## src/hw/uisl_pkg.sv

```systemverilog
// Purpose: shared constants and types of the serial port interrupt/status block
// Assumes: AXI4-Lite, 32-bit data, one register per aligned word
// Notes: only the low byte of each register is used, plus bit 8 (T_ADDR) of the transmit register
package uisl_pkg;
  localparam logic [7:0] A_TXD = 8'h00;
  localparam logic [7:0] A_RXD = 8'h04;
  localparam logic [7:0] A_STAT = 8'h08;
  localparam logic [7:0] A_CTL0 = 8'h0c;
  localparam logic [7:0] A_CTL1 = 8'h10;
  localparam logic [7:0] A_DIVH = 8'h14;
  localparam logic [7:0] A_DIVL = 8'h18;
  localparam logic [7:0] A_NODE = 8'h1c;
  // status bit positions
  localparam int S_RDA = 0;
  localparam int S_OVR = 1;
  localparam int S_BRK = 2;
  localparam int S_FE = 3;
  localparam int S_THE = 4;
  localparam int S_TIDLE = 5;
  // control 0 bit positions
  localparam int C_RXEN = 0;
  localparam int C_TXEN = 1;
  localparam int C_MP = 2;
  localparam int C_RDAIE = 3;
  localparam int C_ERRIE = 4;
  localparam int C_TXIE = 5;
  // control 1 bit positions
  localparam int C_BRGIE = 0;
  // transmit write data bit carrying the multidrop address flag
  localparam int T_ADDR = 8;
  localparam logic [15:0] DIV_RST = 16'h0001;
  localparam logic [3:0] OVS_LAST = 4'hf;
  localparam logic [3:0] OVS_MID = 4'h7;
  localparam logic [3:0] NBITS_STD = 4'h9;
  localparam logic [3:0] NBITS_MP = 4'ha;
  localparam logic [1:0] RESP_OK = 2'b00;
  localparam logic [1:0] RESP_ERR = 2'b10;
  typedef struct packed {
    logic txie;
    logic errie;
    logic rdaie;
    logic mp;
    logic txen;
    logic rxen;
  } uisl_ctl_t;
  localparam uisl_ctl_t CTL_RST = 6'h00;
  typedef enum {TX_IDLE, TX_SHIFT} uisl_tx_t;
  typedef enum {RX_IDLE, RX_RUN} uisl_rx_t;
endpackage

```

## src/hw/uisl_top.sv

```systemverilog
// Purpose: serial port with transmit/receive interrupt pulses and receive error status
// Assumes: 125 MHz aclk, synchronous active-low reset, AXI4-Lite register access
// Notes: one bit period is sixteen divider reloads
module uisl_top import uisl_pkg::*; (
  input wire logic aclk,
  input wire logic aresetn,
  input wire logic [7:0] s_axi_awaddr,
  input wire logic s_axi_awvalid,
  output logic s_axi_awready,
  input wire logic [31:0] s_axi_wdata,
  input wire logic [3:0] s_axi_wstrb,
  input wire logic s_axi_wvalid,
  output logic s_axi_wready,
  output logic [1:0] s_axi_bresp,
  output logic s_axi_bvalid,
  input wire logic s_axi_bready,
  input wire logic [7:0] s_axi_araddr,
  input wire logic s_axi_arvalid,
  output logic s_axi_arready,
  output logic [31:0] s_axi_rdata,
  output logic [1:0] s_axi_rresp,
  output logic s_axi_rvalid,
  input wire logic s_axi_rready,
  input wire logic rxd,
  output logic txd,
  output logic tx_irq,
  output logic rx_irq
);
  logic aw_hold_r;
  logic w_hold_r;
  logic [7:0] awaddr_r;
  logic [8:0] wdata_r;
  logic wstrb_r;
  logic wr_go;
  logic wr_ok;
  logic rd_go;
  logic rd_ok;
  logic [7:0] rd_val;
  logic rd_rx;
  logic rd_st;
  uisl_ctl_t ctl_r;
  logic divider_timer_enable;
  logic [7:0] div_hi_r;
  logic [7:0] div_lo_r;
  logic [7:0] node_r;
  logic [15:0] bit_rate_divider;
  logic [15:0] cnt_r;
  logic tick;
  logic uart_on;
  logic timer_evt;
  logic [8:0] thr_r;
  logic thr_full_r;
  logic tx_holding_empty;
  logic tx_set;
  logic tx_start;
  uisl_tx_t tx_st_r;
  logic [10:0] tx_sh_r;
  logic [3:0] tx_os_r;
  logic [3:0] tx_bit_r;
  logic [3:0] tx_last_r;
  logic rxs;
  uisl_rx_t rx_st_r;
  logic [3:0] rx_os_r;
  logic [3:0] rx_bit_r;
  logic [8:0] rx_sh_r;
  logic rx_done;
  logic rx_fe;
  logic rx_brk;
  logic rx_isaddr;
  logic [7:0] rx_byte;
  logic [7:0] rx_data_r;
  logic rx_byte_available;
  logic ovr_r;
  logic line_break_seen;
  logic fe_r;
  logic ovr_pend_r;
  logic brk_pend_r;
  logic st_seen_r;
  logic addr_hit_r;
  logic rd_norm;
  logic rx_room;
  logic data_evt;
  logic err_evt;

  // register bus: write address and data taken in either order
  assign s_axi_awready = !aw_hold_r && !s_axi_bvalid;
  assign s_axi_wready = !w_hold_r && !s_axi_bvalid;
  assign s_axi_arready = !s_axi_rvalid;
  assign wr_go = aw_hold_r && w_hold_r;
  assign rd_go = s_axi_arvalid && s_axi_arready;
  assign wr_ok = awaddr_r inside {A_TXD, A_CTL0, A_CTL1, A_DIVH, A_DIVL, A_NODE};
  assign rd_ok = s_axi_araddr inside {A_RXD, A_STAT, A_CTL0, A_CTL1, A_DIVH, A_DIVL, A_NODE};
  assign rd_rx = rd_go && s_axi_araddr == A_RXD;
  assign rd_st = rd_go && s_axi_araddr == A_STAT;

  always_ff @(posedge aclk) begin
    if (!aresetn) begin
      aw_hold_r <= 1'b0;
      w_hold_r <= 1'b0;
      awaddr_r <= 8'h00;
      wdata_r <= 9'h000;
      wstrb_r <= 1'b0;
      s_axi_bvalid <= 1'b0;
      s_axi_bresp <= RESP_OK;
    end else begin
      if (s_axi_awvalid && s_axi_awready) begin
        aw_hold_r <= 1'b1;
        awaddr_r <= s_axi_awaddr;
      end
      if (s_axi_wvalid && s_axi_wready) begin
        w_hold_r <= 1'b1;
        wdata_r <= s_axi_wdata[8:0];
        wstrb_r <= s_axi_wstrb[0];
      end
      if (wr_go) begin
        aw_hold_r <= 1'b0;
        w_hold_r <= 1'b0;
        s_axi_bvalid <= 1'b1;
        s_axi_bresp <= wr_ok ? RESP_OK : RESP_ERR;
      end else if (s_axi_bready) begin
        s_axi_bvalid <= 1'b0;
      end
    end
  end

  always_comb begin
    rd_val = 8'h00;
    case (s_axi_araddr)
      A_RXD: rd_val = rx_data_r;
      A_STAT: rd_val = {2'b00, tx_st_r == TX_IDLE && thr_full_r == 1'b0, tx_holding_empty,
                        fe_r, line_break_seen, ovr_r, rx_byte_available};
      A_CTL0: rd_val = {2'b00, ctl_r};
      A_CTL1: rd_val = {7'h00, divider_timer_enable};
      A_DIVH: rd_val = div_hi_r;
      A_DIVL: rd_val = div_lo_r;
      A_NODE: rd_val = node_r;
      default: rd_val = 8'h00;
    endcase
  end

  always_ff @(posedge aclk) begin
    if (!aresetn) begin
      s_axi_rvalid <= 1'b0;
      s_axi_rdata <= 32'h0000_0000;
      s_axi_rresp <= RESP_OK;
    end else if (rd_go) begin
      s_axi_rvalid <= 1'b1;
      s_axi_rdata <= {24'h00_0000, rd_val};
      s_axi_rresp <= rd_ok ? RESP_OK : RESP_ERR;
    end else if (s_axi_rready) begin
      s_axi_rvalid <= 1'b0;
    end
  end

  // configuration registers
  always_ff @(posedge aclk) begin
    if (!aresetn) begin
      ctl_r <= CTL_RST;
      divider_timer_enable <= 1'b0;
      div_hi_r <= DIV_RST[15:8];
      div_lo_r <= DIV_RST[7:0];
      node_r <= 8'h00;
    end else if (wr_go && wstrb_r) begin
      case (awaddr_r)
        A_CTL0: ctl_r <= wdata_r[5:0];
        A_CTL1: divider_timer_enable <= wdata_r[C_BRGIE];
        A_DIVH: div_hi_r <= wdata_r[7:0];
        A_DIVL: div_lo_r <= wdata_r[7:0];
        A_NODE: node_r <= wdata_r[7:0];
        default: ;
      endcase
    end
  end

  // divider: reload every divisor clocks, sixteen reloads per bit
  assign bit_rate_divider = {div_hi_r, div_lo_r};
  assign uart_on = ctl_r.rxen || ctl_r.txen;
  assign tick = cnt_r <= 16'h0001;
  assign timer_evt = tick && !uart_on && divider_timer_enable;

  always_ff @(posedge aclk) begin
    if (!aresetn) begin
      cnt_r <= DIV_RST;
    end else if (!uart_on && !divider_timer_enable) begin
      cnt_r <= bit_rate_divider;
    end else if (tick) begin
      cnt_r <= bit_rate_divider;
    end else begin
      cnt_r <= cnt_r - 16'h0001;
    end
  end

  // transmitter
  assign tx_start = tx_st_r == TX_IDLE && thr_full_r && ctl_r.txen && tick;
  assign tx_set = tx_st_r == TX_SHIFT && tick && tx_os_r == OVS_LAST && tx_bit_r == 4'h0;

  always_ff @(posedge aclk) begin
    if (!aresetn) begin
      thr_r <= 9'h000;
      thr_full_r <= 1'b0;
      tx_holding_empty <= 1'b1;
    end else begin
      if (wr_go && wstrb_r && awaddr_r == A_TXD) begin
        thr_r <= wdata_r;
        thr_full_r <= 1'b1;
        tx_holding_empty <= 1'b0;
      end else if (tx_start) begin
        thr_full_r <= 1'b0;
      end
      if (tx_set && !thr_full_r) begin
        tx_holding_empty <= 1'b1;
      end
    end
  end

  always_ff @(posedge aclk) begin
    if (!aresetn) begin
      tx_st_r <= TX_IDLE;
      tx_sh_r <= 11'h7ff;
      tx_os_r <= 4'h0;
      tx_bit_r <= 4'h0;
      tx_last_r <= NBITS_STD;
      txd <= 1'b1;
    end else begin
      txd <= tx_sh_r[0];
      case (tx_st_r)
        TX_IDLE: begin
          tx_sh_r <= 11'h7ff;
          if (tx_start) begin
            tx_sh_r <= {1'b1, ctl_r.mp ? thr_r[T_ADDR] : 1'b1, thr_r[7:0], 1'b0};
            tx_last_r <= ctl_r.mp ? NBITS_MP : NBITS_STD;
            tx_os_r <= 4'h0;
            tx_bit_r <= 4'h0;
            tx_st_r <= TX_SHIFT;
          end
        end
        TX_SHIFT: begin
          if (tick) begin
            tx_os_r <= tx_os_r + 4'h1;
            if (tx_os_r == OVS_LAST) begin
              tx_sh_r <= {1'b1, tx_sh_r[10:1]};
              tx_bit_r <= tx_bit_r + 4'h1;
              if (tx_bit_r == tx_last_r) begin
                tx_st_r <= TX_IDLE;
              end
            end
          end
        end
        default: tx_st_r <= TX_IDLE;
      endcase
    end
  end

  // receiver
  uisl_sync3 uisl_sync3_i (
    .aclk(aclk),
    .aresetn(aresetn),
    .din(rxd),
    .dout(rxs)
  );

  assign rx_done = rx_st_r == RX_RUN && tick && rx_os_r == OVS_MID && rx_bit_r == tx_last_rx(ctl_r.mp);
  assign rx_fe = !rxs;
  assign rx_byte = ctl_r.mp ? rx_sh_r[7:0] : rx_sh_r[8:1];
  assign rx_isaddr = ctl_r.mp && rx_sh_r[8];
  assign rx_brk = rx_fe && rx_byte == 8'h00 && !rx_isaddr;

  function automatic logic [3:0] tx_last_rx(input logic mp);
    tx_last_rx = mp ? NBITS_MP : NBITS_STD;
  endfunction

  always_ff @(posedge aclk) begin
    if (!aresetn) begin
      rx_st_r <= RX_IDLE;
      rx_os_r <= 4'h0;
      rx_bit_r <= 4'h0;
      rx_sh_r <= 9'h000;
    end else begin
      case (rx_st_r)
        RX_IDLE: begin
          if (!rxs && ctl_r.rxen) begin
            rx_os_r <= 4'h0;
            rx_bit_r <= 4'h0;
            rx_st_r <= RX_RUN;
          end
        end
        RX_RUN: begin
          if (tick) begin
            rx_os_r <= rx_os_r + 4'h1;
            if (rx_os_r == OVS_MID) begin
              rx_bit_r <= rx_bit_r + 4'h1;
              if (rx_bit_r == 4'h0 && rxs) begin
                rx_st_r <= RX_IDLE;
              end else if (rx_done) begin
                rx_st_r <= RX_IDLE;
              end else if (rx_bit_r != 4'h0) begin
                rx_sh_r <= {rxs, rx_sh_r[8:1]};
              end
            end
          end
        end
        default: rx_st_r <= RX_IDLE;
      endcase
    end
  end

  // receive data and error flags
  assign rd_norm = rd_rx && !ovr_pend_r && !ovr_r;
  assign rx_room = !rx_byte_available || rd_norm;

  always_ff @(posedge aclk) begin
    if (!aresetn) begin
      rx_data_r <= 8'h00;
      rx_byte_available <= 1'b0;
      ovr_r <= 1'b0;
      line_break_seen <= 1'b0;
      fe_r <= 1'b0;
      ovr_pend_r <= 1'b0;
      brk_pend_r <= 1'b0;
      st_seen_r <= 1'b0;
      addr_hit_r <= 1'b0;
    end else begin
      if (rd_st && ovr_r) begin
        st_seen_r <= 1'b1;
      end
      if (rd_rx && ovr_pend_r) begin
        ovr_r <= 1'b1;
        line_break_seen <= brk_pend_r;
        ovr_pend_r <= 1'b0;
        rx_byte_available <= 1'b1;
      end else if (rd_rx && ovr_r && st_seen_r) begin
        ovr_r <= 1'b0;
        line_break_seen <= 1'b0;
        fe_r <= 1'b0;
        st_seen_r <= 1'b0;
        rx_byte_available <= 1'b0;
      end else if (rd_norm) begin
        rx_byte_available <= 1'b0;
        line_break_seen <= 1'b0;
        fe_r <= 1'b0;
      end
      if (rx_done) begin
        if (rx_room) begin
          rx_data_r <= rx_byte;
          rx_byte_available <= 1'b1;
          fe_r <= rx_fe;
          line_break_seen <= rx_brk;
          if (rx_isaddr) begin
            addr_hit_r <= rx_byte == node_r;
          end
        end else begin
          ovr_pend_r <= 1'b1;
          brk_pend_r <= rx_brk;
        end
      end
    end
  end

  assign data_evt = rx_done && rx_room && ctl_r.rdaie && (!ctl_r.mp || rx_isaddr || addr_hit_r);
  assign err_evt = rx_done && ctl_r.errie && (rx_fe || rx_brk || !rx_room);

  // interrupt pulses, one clock each, except timer pulses at divisor 0 or 1, which hold rx_irq high every clock
  always_ff @(posedge aclk) begin
    if (!aresetn) begin
      tx_irq <= 1'b0;
      rx_irq <= 1'b0;
    end else begin
      tx_irq <= tx_set && !thr_full_r && !tx_holding_empty && ctl_r.txie;
      rx_irq <= data_evt || err_evt || timer_evt;
    end
  end
endmodule

```

## src/hw/uisl_sync3.sv

```systemverilog
// Purpose: three-stage input synchroniser with agreement filter
// Assumes: input idles high
// Notes: output changes once stages two and three agree
module uisl_sync3 (
  input wire logic aclk,
  input wire logic aresetn,
  input wire logic din,
  output logic dout
);
  logic s1_r;
  logic s2_r;
  logic s3_r;

  always_ff @(posedge aclk) begin
    if (!aresetn) begin
      s1_r <= 1'b1;
      s2_r <= 1'b1;
      s3_r <= 1'b1;
      dout <= 1'b1;
    end else begin
      s1_r <= din;
      s2_r <= s1_r;
      s3_r <= s2_r;
      if (s2_r == s3_r) begin
        dout <= s3_r;
      end
    end
  end
endmodule

```

## config.mk

```make
export PLATFORM = sky130hd
export DESIGN_NAME = uisl_top
export DESIGN_NICKNAME = d
export VERILOG_FILES = /design/src/hw/uisl_pkg.sv /design/src/hw/uisl_top.sv /design/src/hw/uisl_sync3.sv
export SDC_FILE = /design/constraint.sdc
export NUM_CORES = 1
export LEC_CHECK = 0
export BUFFER_PORTS_ARGS = -buffer_cell sky130_fd_sc_hd__buf_2
export CAP_MARGIN = 10
export CORE_MARGIN = 4
export CORE_UTILIZATION = 64
export CTS_BUF_LIST = sky130_fd_sc_hd__clkbuf_8
export DETAILED_ROUTE_END_ITERATION = 8
export PLACE_DENSITY = 0.94
export SLEW_MARGIN = 15
export SYNTH_ARGS = -nofsm -noshare
export SYNTH_HDL_FRONTEND = slang
export SYNTH_SLANG_ARGS = --single-unit
```

## constraint.sdc

```tcl
create_clock -name aclk -period 8.6 [get_ports aclk]
set_clock_uncertainty 0.2 [all_clocks]
set_input_delay 0.86 -clock aclk [delete_from_list [all_inputs] [get_ports aclk]]
set_output_delay 0.86 -clock aclk [all_outputs]
set_load 0.005 [all_outputs]
```

# Word level (Yosys, flattened, before mapping)
# Index checks and enable logic that the tools add are counted.
# word_totals
regBits	219
output_inout_bits	44
elab_cells	254
memories	0
input_bits	60
latchBits	0
romBits	0
ram_bits	0
# op_classes
n_reduce_logical	100
n_addsub	5
n_div	0
n_lt_le_gt_ge	1
shifts	0
eq_ne	30
muxes	64
n_mul	0
n_bitwise	5
# op_table
op	n
$mux W32	9
$pmux W32 S2	2
$logic_not A32 Y1	3
$eq A32 B1 Y1 const B	2
$eq A32 B2 Y1 const B	2
$eq A8 B5 Y1 const B	8
$pmux W8 S7	1
$logic_and A1 B1 Y1	42
$mux W16	2
$mux W4	8
$pmux W4 S2	4
$mux W1	30
$eq A8 B4 Y1 const B	3
$mux W11	2
$pmux W11 S2	1
$add A4 B1 Y4 const B	4
$le A16 B1 Y1 const B	1
$logic_not A8 Y1	2
$reduce_and A2 Y1	8
$reduce_and A4 Y1	4
$sub A16 B1 Y16 const B	1
$logic_not A1 Y1	15
$ne A2 B2 Y1 const B	7
$reduce_and A3 Y1	4
other kinds (19)	40

# Logic depth before layout (Yosys ltp)
# Gate-level depths: netlist of the first run.
# depth
depth_word	11
mapped_depth	9
depth_no_buf	7

# Cells and area by module
# From an unflattened synthesis of the first run, not the netlist that was laid out.
# hier_totals
hier_cells	804
hier_area_um2	7080.5
# modules_own_cells
module	seq_area_each_um2	instances	cells_per_inst	area_per_inst_um2
uisl_top	2962.8	1	794	6967.9
uisl_sync3	80.1	1	10	112.6

# Least setup slack after synthesis of the first run
# Ideal clock, no wire load.
# synth_timing
path_type	input-to-reg
from	input port s_axi_araddr[4]
to	register fe_r
setup_ns	0.065
required_time_ns	8.335
n_path_buf	1
t_arrival_ns	2.720
path_stages	6
slack_ns	5.615
path_cell_list	clkbuf_1 > nor3b_1 > nand4b_1 > a2111oi_4 > mux2_4 > nor2_1
# synth_via
elab_chain_cells	9
elab_cells_between_ends	13
cone_classes	eq/ne: 1; mux: 5; reduce/logical: 7
# synth_rtl
element	line_no	source
start, declared	uisl_top.sv:17	input wire logic [7:0] s_axi_araddr,
$eq A8 B3 Y1 (*)	uisl_top.sv:93	assign rd_rx = rd_go && s_axi_araddr == A_RXD;
$logic_and A1 B1 Y1 (*)	uisl_top.sv:93	
$logic_and A1 B1 Y1 (2 in series)	uisl_top.sv:308	assign rd_norm = rd_rx && !ovr_pend_r && !ovr_r;
$mux W1	uisl_top.sv:337	end else if (rd_norm) begin
$mux W1	uisl_top.sv:331	end else if (rd_rx && ovr_r && st_seen_r) begin
$mux W1	uisl_top.sv:326	if (rd_rx && ovr_pend_r) begin
$mux W1	uisl_top.sv:343	if (rx_room) begin
$mux W1 (*)	uisl_top.sv:342	if (rx_done) begin
end signal, assigned	uisl_top.sv:346	fe_r <= rx_fe;
end, declared	uisl_top.sv:75	logic fe_r;
# Mark *: on every way between the ends. The rest lies on a longest branch, timed or not.
# A chain may end at the register's enable or synchronous reset.

# Worst setup path after layout of the first run
# layout_timing
from	register cnt_r[10]
to	register tx_sh_r[8]
# layout_via
elab_chain_cells	4
elab_cells_between_ends	6
cone_classes	order compare: 1; eq/ne: 1; mux: 2; reduce/logical: 2
# layout_rtl
element	line_no	source
start, declared	uisl_top.sv:47	logic [15:0] cnt_r;
start signal, assigned	uisl_top.sv:185	cnt_r <= bit_rate_divider;
start signal, assigned	uisl_top.sv:187	cnt_r <= bit_rate_divider;
start signal, assigned	uisl_top.sv:189	cnt_r <= cnt_r - 16'h0001;
$le A16 B1 Y1 (*)	uisl_top.sv:178	assign tick = cnt_r <= 16'h0001;
$logic_and A1 B1 Y1	uisl_top.sv:194	assign tx_start = tx_st_r == TX_IDLE && thr_full_r && ctl_r.txen && tick;
$mux W10	uisl_top.sv:229	if (tx_start) begin
$pmux W11 S2	uisl_top.sv:226	case (tx_st_r)
end signal, assigned	uisl_top.sv:230	tx_sh_r <= {1'b1, ctl_r.mp ? thr_r[T_ADDR] : 1'b1, thr_r[7:0], 1'b0};
end signal, assigned	uisl_top.sv:241	tx_sh_r <= {1'b1, tx_sh_r[10:1]};
end, declared	uisl_top.sv:57	logic [10:0] tx_sh_r;
# Marked as above.

==> load_flow_metrics.sql, run 1 <==
INSERT INTO impl_metrics (metric_group, metric, value, unit) VALUES
('outcome', 'outcome', 'finished clean', ''),
('synth', 'post_synthesis_cell_area', '7110', 'um^2'),
('routing', 'detail_route.wirelength', '17100', 'um'),
('critical_path', 'ff2ff_path_depth', '5', ''),
('grt', 'met1_global_route_usage', '34.3', '%'),
('synth', 'synthesis.instances', '843', ''),
('grt', 'grt_util_met2', '44.0', '%'),
('synth', 'synth_edf_count', '0', ''),
('synth', 'yosysWarnings', '0', ''),
('synth', 'synth_unique_cells', '67', ''),
('grt', 'first_global_vias', '5802', ''),
('critical_path', 'critical_path_arrival', '3.49', 'ns'),
('floorplan', 'ioPinCount', '104', ''),
('cells_and_area', 'nNetsFinal', '937', ''),
('place', 'postPlaceCellArea', '7280', 'um^2'),
('floorplan', 'initial_utilization', '65.6', '%'),
('critical_path', 'path_max_fanout', '18', ''),
('hold_path', 'min_to', 'uisl_sync3_i.s2_r$_SDFF_PN1_', ''),
('clock_network', 'clockBufferDepth', '2', ''),
('routing', 'drcViolationCount', '0', ''),
('pwr', 'vdd_ir_drop_max', '230', 'uV'),
('timing', 'setup_viol', '0', ''),
('clock_network', 'cts_made_buffers', '17', ''),
('synth', 'average_footprint_of_a_synthesized_cell', '8.44', 'um^2'),
('place', 'globalplace.congestion', '0.892', ''),
('grt', 'grt_max_degree', '110', ''),
('timing', 'rsz_0062_raised_after_global_routing', 'no', ''),
('grt', 'grt_usage', '27.1', '%'),
('timing', 'final.period_utilization', '39.2', '%'),
('routing', 'dr.first_iter.drc_count', '513', ''),
('hold_path', 'timing.hold.worst.class', 'register to register', ''),
('synth', 'synth_async_sr_flop_share', '0', '%'),
('clock_network', 'worst_setup_hold_path_clk_slew', '0.09', 'ns'),
('grt', 'grt_most_used_layer', 'met2', ''),
('hold_path', 'min_path_cells', '1', ''),
('timing', 'finalSetupTns', '0', 'ns'),
('cells_and_area', 'post-route-cell-area', '7700', 'um^2'),
('clock_network', 'cts_setup_buffers', '0', ''),
('timing', 'relSlewSlack', '23.7', '%'),
('critical_path', 'path_depth', '5', ''),
('clock_network', 'cts.sink_count', '152', ''),
('synth', 'seq_area_frac_synth', '42.8', '%'),
('cells_and_area', 'multi_input_area', '3690', 'um^2'),
('critical_path', 'worstSetupStartpointType', 'register', ''),
('cells_and_area', 'n_fill_cell', '814', ''),
('routing', 'vias', '6183', ''),
('routing', 'wl_per_cell', '16.7', 'um'),
('critical_path', 'reg_to_reg_start', 'cnt_r[10]$_SDFF_PN0_', ''),
('critical_path', 'timing.critical_path.cells', 'or4_1 > nor4_2 > nand3_1 > o221ai_1 > o211ai_1', ''),
('cells_and_area', 'layout-area-overhead-vs-synth', '8.27', '%'),
('synth', 'synth_seq_cells', '152', ''),
('critical_path', 'max_stage_delay', '0.73', 'ns'),
('grt', 'grt.overflow.total', '0', ''),
('critical_path', 'endpoint_kind', 'register', ''),
('timing', 'fmax', '297', 'MHz'),
('critical_path', 'timing.critical_path.max_delay_family', 'simple AND/OR/NAND/NOR gates', ''),
('clock_network', 'clk_root_buffer_cell', 'clkbuf_8', ''),
('critical_path', 'worst-path-buf-inv', '0', ''),
('cells_and_area', 'share_of_final_layout_standard_cells_stronger_than_drive_strength_1', '12.4', '%'),
('timing', 'report.final.slew_viol_count', '0', ''),
('floorplan', 'die_area', '12900', 'um^2'),
('floorplan', 'fp-row-count', '38', ''),
('clock_network', 'tritoncts', 'yes', ''),
('synth', 'synthFlopType', 'dfxtp_1', ''),
('clock_network', 'cts.htree.levels', '4', ''),
('pwr', 'cellPowerDensity', '176', 'nW/um^2'),
('critical_path', 'critical_path.reg2reg.endpoint', 'tx_sh_r[8]$_SDFFE_PN1P_', ''),
('timing', 'postLayoutSetupSlackWorst', '5.23', 'ns'),
('pwr', 'power_leakage', '0.00282', 'uW'),
('routing', 'viasPerCell', '6.05', ''),
('critical_path', 'reg2reg_setup_slack', '5.23', 'ns');
-- routing by layer --
| layer | part of all wire (%) | wire [um] |
|---|---|---|
| met2 | 48 | 8140 |
| met5 | 0 | 0 |
| met1 | 41 | 6930 |
| met3 | 8.8 | 1490 |
| met4 | 2.8 | 486 |
-- cells in the final DEF, fill, tap and decap left out, types with 4 or more instances in the layout --
cell type	instances
dfxtp_1	152
nand2_1	123
a21oi_1	75
nor2_1	73
buf_2	51
mux2i_1	40
nand3_1	30
conb_1	26
inv_1	25
o21ai_0	24
nor3_1	23
xnor2_1	19
clkbuf_8	18
a211oi_1	17
or3_1	14
nand2b_1	11
nor4_1	9
o221ai_1	9
mux2_2	8
o211ai_1	8
ha_1	8
or4_1	7
xor2_1	7
a311oi_1	6
nor2b_1	6
a31oi_1	5
nand3b_1	5
a22oi_1	5
nand4_1	4
a221oi_1	4
clkinv_2	4
-- cell usage after synthesis (4+ instances only) --
| cell | number | area (um^2) |
|---|---|---|
| nor2_1 | 73 | 274 |
| nor3_1 | 23 | 115 |
| nand2_1 | 123 | 462 |
| nand2b_1 | 11 | 68.8 |
| ha_1 | 8 | 100 |
| nand3b_1 | 5 | 37.5 |
| a31oi_1 | 5 | 31.3 |
| xnor2_1 | 19 | 166 |
| dfxtp_1 | 152 | 3040 |
| a221oi_1 | 4 | 35.0 |
| mux2i_1 | 40 | 400 |
| a311oi_1 | 6 | 52.6 |
| xor2_1 | 7 | 61.3 |
| nor4_1 | 9 | 56.3 |
| a22oi_1 | 5 | 37.5 |
| or4_1 | 7 | 52.6 |
| or3_1 | 14 | 87.6 |
| nor2b_1 | 6 | 37.5 |
| nand3_1 | 30 | 150 |
| a211oi_1 | 17 | 128 |
| nand4_1 | 4 | 25.0 |
| o221ai_1 | 9 | 78.8 |
| clkbuf_1 | 39 | 146 |
| mux2_2 | 8 | 90.1 |
| inv_1 | 24 | 90.1 |
| a21oi_1 | 76 | 380 |
| buf_4 | 27 | 203 |
| o21ai_0 | 24 | 120 |
| o211ai_1 | 8 | 60.1 |
-- how the worst max path moves through the flow --
stage	startpoint	slack [ns]	end
after floorplan	s_axi_araddr[4]	5.61	fe_r$_SDFF_PN0_
after CTS	cnt_r[10]$_SDFF_PN0_	5.26	tx_sh_r[8]$_SDFFE_PN1P_
after detailed placement	s_axi_araddr[2]	5.12	fe_r$_SDFF_PN0_
after global routing	cnt_r[10]$_SDFF_PN0_	5.00	tx_sh_r[6]$_SDFFE_PN1P_
final	cnt_r[10]$_SDFF_PN0_	5.23	tx_sh_r[8]$_SDFFE_PN1P_
after global placement	s_axi_araddr[2]	5.18	fe_r$_SDFF_PN0_
-- state kept, by name (all words and copies together), names as in the netlist, 9 cells and up --
name,count
rx_sh_r,9
cnt_r,16
tx_sh_r,10
wdata_r,9
thr_r,9
-- metrics by stage --
step	utilization, %	std cells	power (uW)
5_1_grt	71.0	1022	1400
2_1_floorplan	-	868	783
3_5_place_dp	67.2	990	796
6_report	71.0	1022	1350
4_1_cts	71.0	1022	1360
3_3_place_gp	67.2	990	794
-- cell type report --
type                    instances  area share (%)
multi-input cells             619            47.9
flip-flops and latches        152            39.5
repair buffers                 54            3.61
clock buffers                  18            3.22
well taps                     140            2.27
clock inverters                14            2.23
inverters                      25            1.23
-- cells by family after synthesis --
logic type / after synthesis / synth area share, %
other cells: 1 / 0.0527
simple gates: 331 / 22.3
buf+inv: 97 / 6.70
compound gates: 178 / 16.1
xor+xnor: 26 / 3.20
fa+ha+maj: 8 / 1.41
mux: 50 / 7.42
flops: 152 / 42.8
-- where the power goes --
part / switching (uW) / internal (uW) / leakage, uW
Sequential: 10.5 / 712 / 0.00123
Clock: 275 / 297 / 0.000217
Combinational: 38.5 / 19.8 / 0.00137
Total: 324 / 1030 / 0.00282
No activity file was read; power rests on OpenSTA's default activity.
==> inputs of run 2 (changes only) <==
--- a/config.mk
+++ b/config.mk
@@ -8,10 +8,10 @@
 export BUFFER_PORTS_ARGS = -buffer_cell sky130_fd_sc_hd__buf_2
 export CAP_MARGIN = 10
 export CORE_MARGIN = 4
-export CORE_UTILIZATION = 64
+export CORE_UTILIZATION = 59
 export CTS_BUF_LIST = sky130_fd_sc_hd__clkbuf_8
 export DETAILED_ROUTE_END_ITERATION = 8
-export PLACE_DENSITY = 0.94
+export PLACE_DENSITY = 0.88
 export SLEW_MARGIN = 15
 export SYNTH_ARGS = -nofsm -noshare
 export SYNTH_HDL_FRONTEND = slang
==> constraint.sdc (replaced) <==
create_clock -name aclk -period 3.54 [get_ports aclk]
set_clock_uncertainty 0.2 [all_clocks]
set_input_delay 0.354 -clock aclk [delete_from_list [all_inputs] [get_ports aclk]]
set_output_delay 0.354 -clock aclk [all_outputs]
set_load 0.005 [all_outputs]
==> run 2 against run 1 <==
Maximum frequency is 11% higher. Clock-buffer cell count grew 4. First-iteration DRC count grew 29%. Sequential power grew 140%. Via count grew 1.2%. Combinational power increased to 2.8 times the previous value. Critical endpoint is now tx_sh_r[5]$_SDFFE_PN1P_. Final cell count grew 3.3%. Register-to-register slack worse by 4.7 ns. Critical path type unchanged. Non-clock buffer count rose by 31.
==> load_flow_metrics.sql, run 2 (synthesized netlist as in run 1, its figures left out) <==
INSERT INTO impl_metrics (metric_group, metric, value, unit) VALUES
('routing', 'drcViolationCount', '0', ''),
('pwr', 'post-layout-total-power', '3150', 'uW'),
('clock_network', 'tritoncts', 'yes', ''),
('cells_and_area', 'number_of_antenna_repair_diodes', '0', ''),
('timing', 'relSlewSlack', '37.2', '%'),
('hold_path', 'holdCritStartpoint', 's_axi_araddr[6]', ''),
('place', 'buffer_ports.inserted', '51', ''),
('clock_network', 'cts_made_buffers', '17', ''),
('cells_and_area', 'nNetsFinal', '968', ''),
('timing', 'setup_viol', '0', ''),
('critical_path', 'critical_path_rt', '3.73', 'ns'),
('cells_and_area', 'share_of_final_layout_standard_cells_stronger_than_drive_strength_1', '12.8', '%'),
('cells_and_area', 'largest_register', 'cnt_r', ''),
('cells_and_area', 'final_core_util', '68.4', '%'),
('critical_path', 'reg2reg_setup_slack', '0.50', 'ns'),
('routing', 'vias', '6257', ''),
('routing', 'viasPerCell', '5.93', ''),
('grt', 'grt_max_degree', '92', ''),
('place', 'placed_cells', '1002', ''),
('floorplan', 'ioPinCount', '104', ''),
('cells_and_area', 'layout_commonest_cell', 'dfxtp_1', ''),
('floorplan', 'chipWidth', '118', 'um'),
('timing', 'rsz_0062_raised_after_global_routing', 'no', ''),
('flow_run', 'drv_cap', '0', ''),
('critical_path', 'critical_path.reg2reg.endpoint', 'tx_sh_r[5]$_SDFFE_PN1P_', ''),
('outcome', 'outcome', 'finished clean', ''),
('clock_network', 'clk-insertion-delay-late', '0.47', 'ns'),
('timing', 'final_hold_viol_count', '0', ''),
('clock_network', 'post_cts_resized', '0', ''),
('floorplan', 'die_area', '13900', 'um^2'),
('timing', 'finalSetupTns', '0', 'ns'),
('floorplan', 'initial_utilization', '61.2', '%'),
('cells_and_area', 'layout_common_cells', 'dfxtp_1, nand2_1, a21oi_1, nor2_1, buf_2', ''),
('cells_and_area', 'finish.cell_count_without_fillers', '1056', ''),
('clock_network', 'cts.htree.levels', '4', ''),
('timing', 'report.final.slew_viol_count', '0', ''),
('pwr', 'p_comb_share', '5.3', '%'),
('grt', 'grt.overflow.total', '0', ''),
('critical_path', 'worst-setup-path-type', 'register to register', ''),
('grt', 'first_global_vias', '5886', ''),
('cells_and_area', 'largest_register_ffs', '16', ''),
('pwr', 'switch_share', '24.7', '%'),
('pwr', 'vdd_ir_drop_max', '300', 'uV'),
('place', 'hpwlAfterDp', '11700', 'um'),
('pwr', 'power_leakage', '0.00293', 'uW'),
('grt', 'initial_antenna_violation_count', '0', ''),
('grt', 'grt_first_pass_wirelength', '28800', 'um'),
('clock_network', 'cts_setup_buffers', '0', ''),
('critical_path', 'critical_path_arrival', '3.24', 'ns'),
('critical_path', 'ff2ff_path_depth', '5', ''),
('routing', 'dr.first_iter.drc_count', '660', ''),
('hold_path', 'timing.hold.worst.class', 'input port to register', ''),
('timing', 'final.period_utilization', '86.0', '%'),
('clock_network', 'worst_setup_hold_path_clk_slew', '0.08', 'ns'),
('timing', 'fmax', '329', 'MHz'),
('timing', 'min_period', '3.04', 'ns'),
('pwr', 'power_frac_seq', '55.7', '%'),
('pwr', 'cellPowerDensity', '396', 'nW/um^2'),
('routing', 'detail_route.wirelength', '17400', 'um'),
('critical_path', 'worstSetupStartpointType', 'register', ''),
('pwr', 'share_clk_of_total_power', '39.0', '%'),
('clock_network', 'hold_buffer_count_at_cts', '22', ''),
('floorplan', 'die_height', '118', 'um'),
('place', 'globalplace.congestion', '0.902', ''),
('cells_and_area', 'layout-area-overhead-vs-synth', '11.7', '%'),
('critical_path', 'endpoint_kind', 'register', ''),
('clock_network', 'clockBufferDepth', '2', ''),
('pwr', 'internal_power', '2370', 'uW'),
('routing', 'post_route_ant_nets', '0', ''),
('timing', 'worstMarginPinSlew', '0.943', 'ns'),
('clock_network', 'clk_root_buffer_cell', 'clkbuf_8', ''),
('floorplan', 'fp-row-count', '39', ''),
('hold_path', 'min_to', 's_axi_rdata[6]$_SDFFE_PN0P_', ''),
('routing', 'dr.pass1.iters', '5', ''),
('routing', 'wl_per_cell', '16.5', 'um'),
('cells_and_area', 'largestRegisters', 'cnt_r x16, tx_sh_r x10', ''),
('critical_path', 'reg_to_reg_start', 'cnt_r[10]$_SDFF_PN0_', ''),
('floorplan', 'core', '11600', 'um^2'),
('grt', 'grt_usage', '25.4', '%'),
('pwr', 'total_switching_power', '777', 'uW'),
('clock_network', 'cts.sink_count', '152', ''),
('critical_path', 'path_max_fanout', '17', ''),
('hold_path', 'min_path_cells', '4', '');
run 2: cell types whose count changed in the layout (fill, tap and decap cells not counted):
cell | before | now
buf_4 | 3 | 12
bufinv_16 | 3 | 0
clkbuf_8 | 18 | 22
clkinv_2 | 4 | 2
clkinvlp_4 | 1 | 3
dlygate4sd3_1 | 0 | 22
inv_1 | 25 | 26
inv_6 | 3 | 2
inv_8 | 1 | 0
run 2: metrics by stage:
step | worst slack, ns | hold WS (ns) | area [um^2]
final | 0.496 | 0.139 | 7950
after global routing | 0.295 | 0.160 | 7950
after CTS | 0.509 | 0.0954 | 7950
after detailed placement | 0.553 | 0.191 | 7350
after global placement | 0.601 | 0.194 | 7350
after floorplan | 0.834 | 0.186 | 7210
run 2: worst max-delay path by stage:
| stage | start | end | slack, ns |
|---|---|---|---|
| final | cnt_r[10]$_SDFF_PN0_ | tx_sh_r[5]$_SDFFE_PN1P_ | 0.50 |
| after global routing | cnt_r[10]$_SDFF_PN0_ | tx_sh_r[6]$_SDFFE_PN1P_ | 0.29 |
| after CTS | cnt_r[10]$_SDFF_PN0_ | tx_sh_r[3]$_SDFFE_PN1P_ | 0.51 |
| after detailed placement | cnt_r[10]$_SDFF_PN0_ | tx_sh_r[7]$_SDFFE_PN1P_ | 0.55 |
| after global placement | cnt_r[10]$_SDFF_PN0_ | tx_sh_r[6]$_SDFFE_PN1P_ | 0.60 |
| after floorplan | cnt_r[10]$_SDFF_PN0_ | fe_r$_SDFF_PN0_ | 0.83 |
run 2: power by group through the flow:
| stage | sequential [uW] | combinational (uW) | clock, uW |
|---|---|---|---|
| floorplan | 1790 | 118 | 0 |
| global placement | 1790 | 139 | 0 |
| detailed placement | 1790 | 142 | 0 |
| CTS | 1750 | 161 | 1250 |
| global route | 1760 | 183 | 1320 |
| finish | 1750 | 166 | 1230 |
run 2: area by class of cell:
| type | instances | area (um^2) |
|---|---|---|
| clock buffer | 22 | 303 |
| tap | 143 | 179 |
| clock inverter | 10 | 70.1 |
| multi-input combinational | 619 | 3690 |
| timing repair buffer | 85 | 566 |
| fill | 909 | 3670 |
| inverter | 25 | 95.1 |
| sequential | 152 | 3040 |
run 2: per-layer routing:
layer / track usage [%] / share of wire, % / wire length (um) / vias up
met1: 32.5 / 43 / 7570 / 2930
met5: 0 / 0 / 0 / -
met4: 11.4 / 2.6 / 461 / 0
li1: - / - / - / 3040
met2: 41.0 / 46 / 8080 / 244
met3: 6.05 / 7.5 / 1300 / 43
run 2: worst max-delay path, stage by stage, from the launching register on:
cell and delay [ns]:
dfxtp_1 0.34, or4_1 0.68, or4_4 0.70, o31ai_4 0.65, o221ai_1 0.25, o211ai_1 0.14
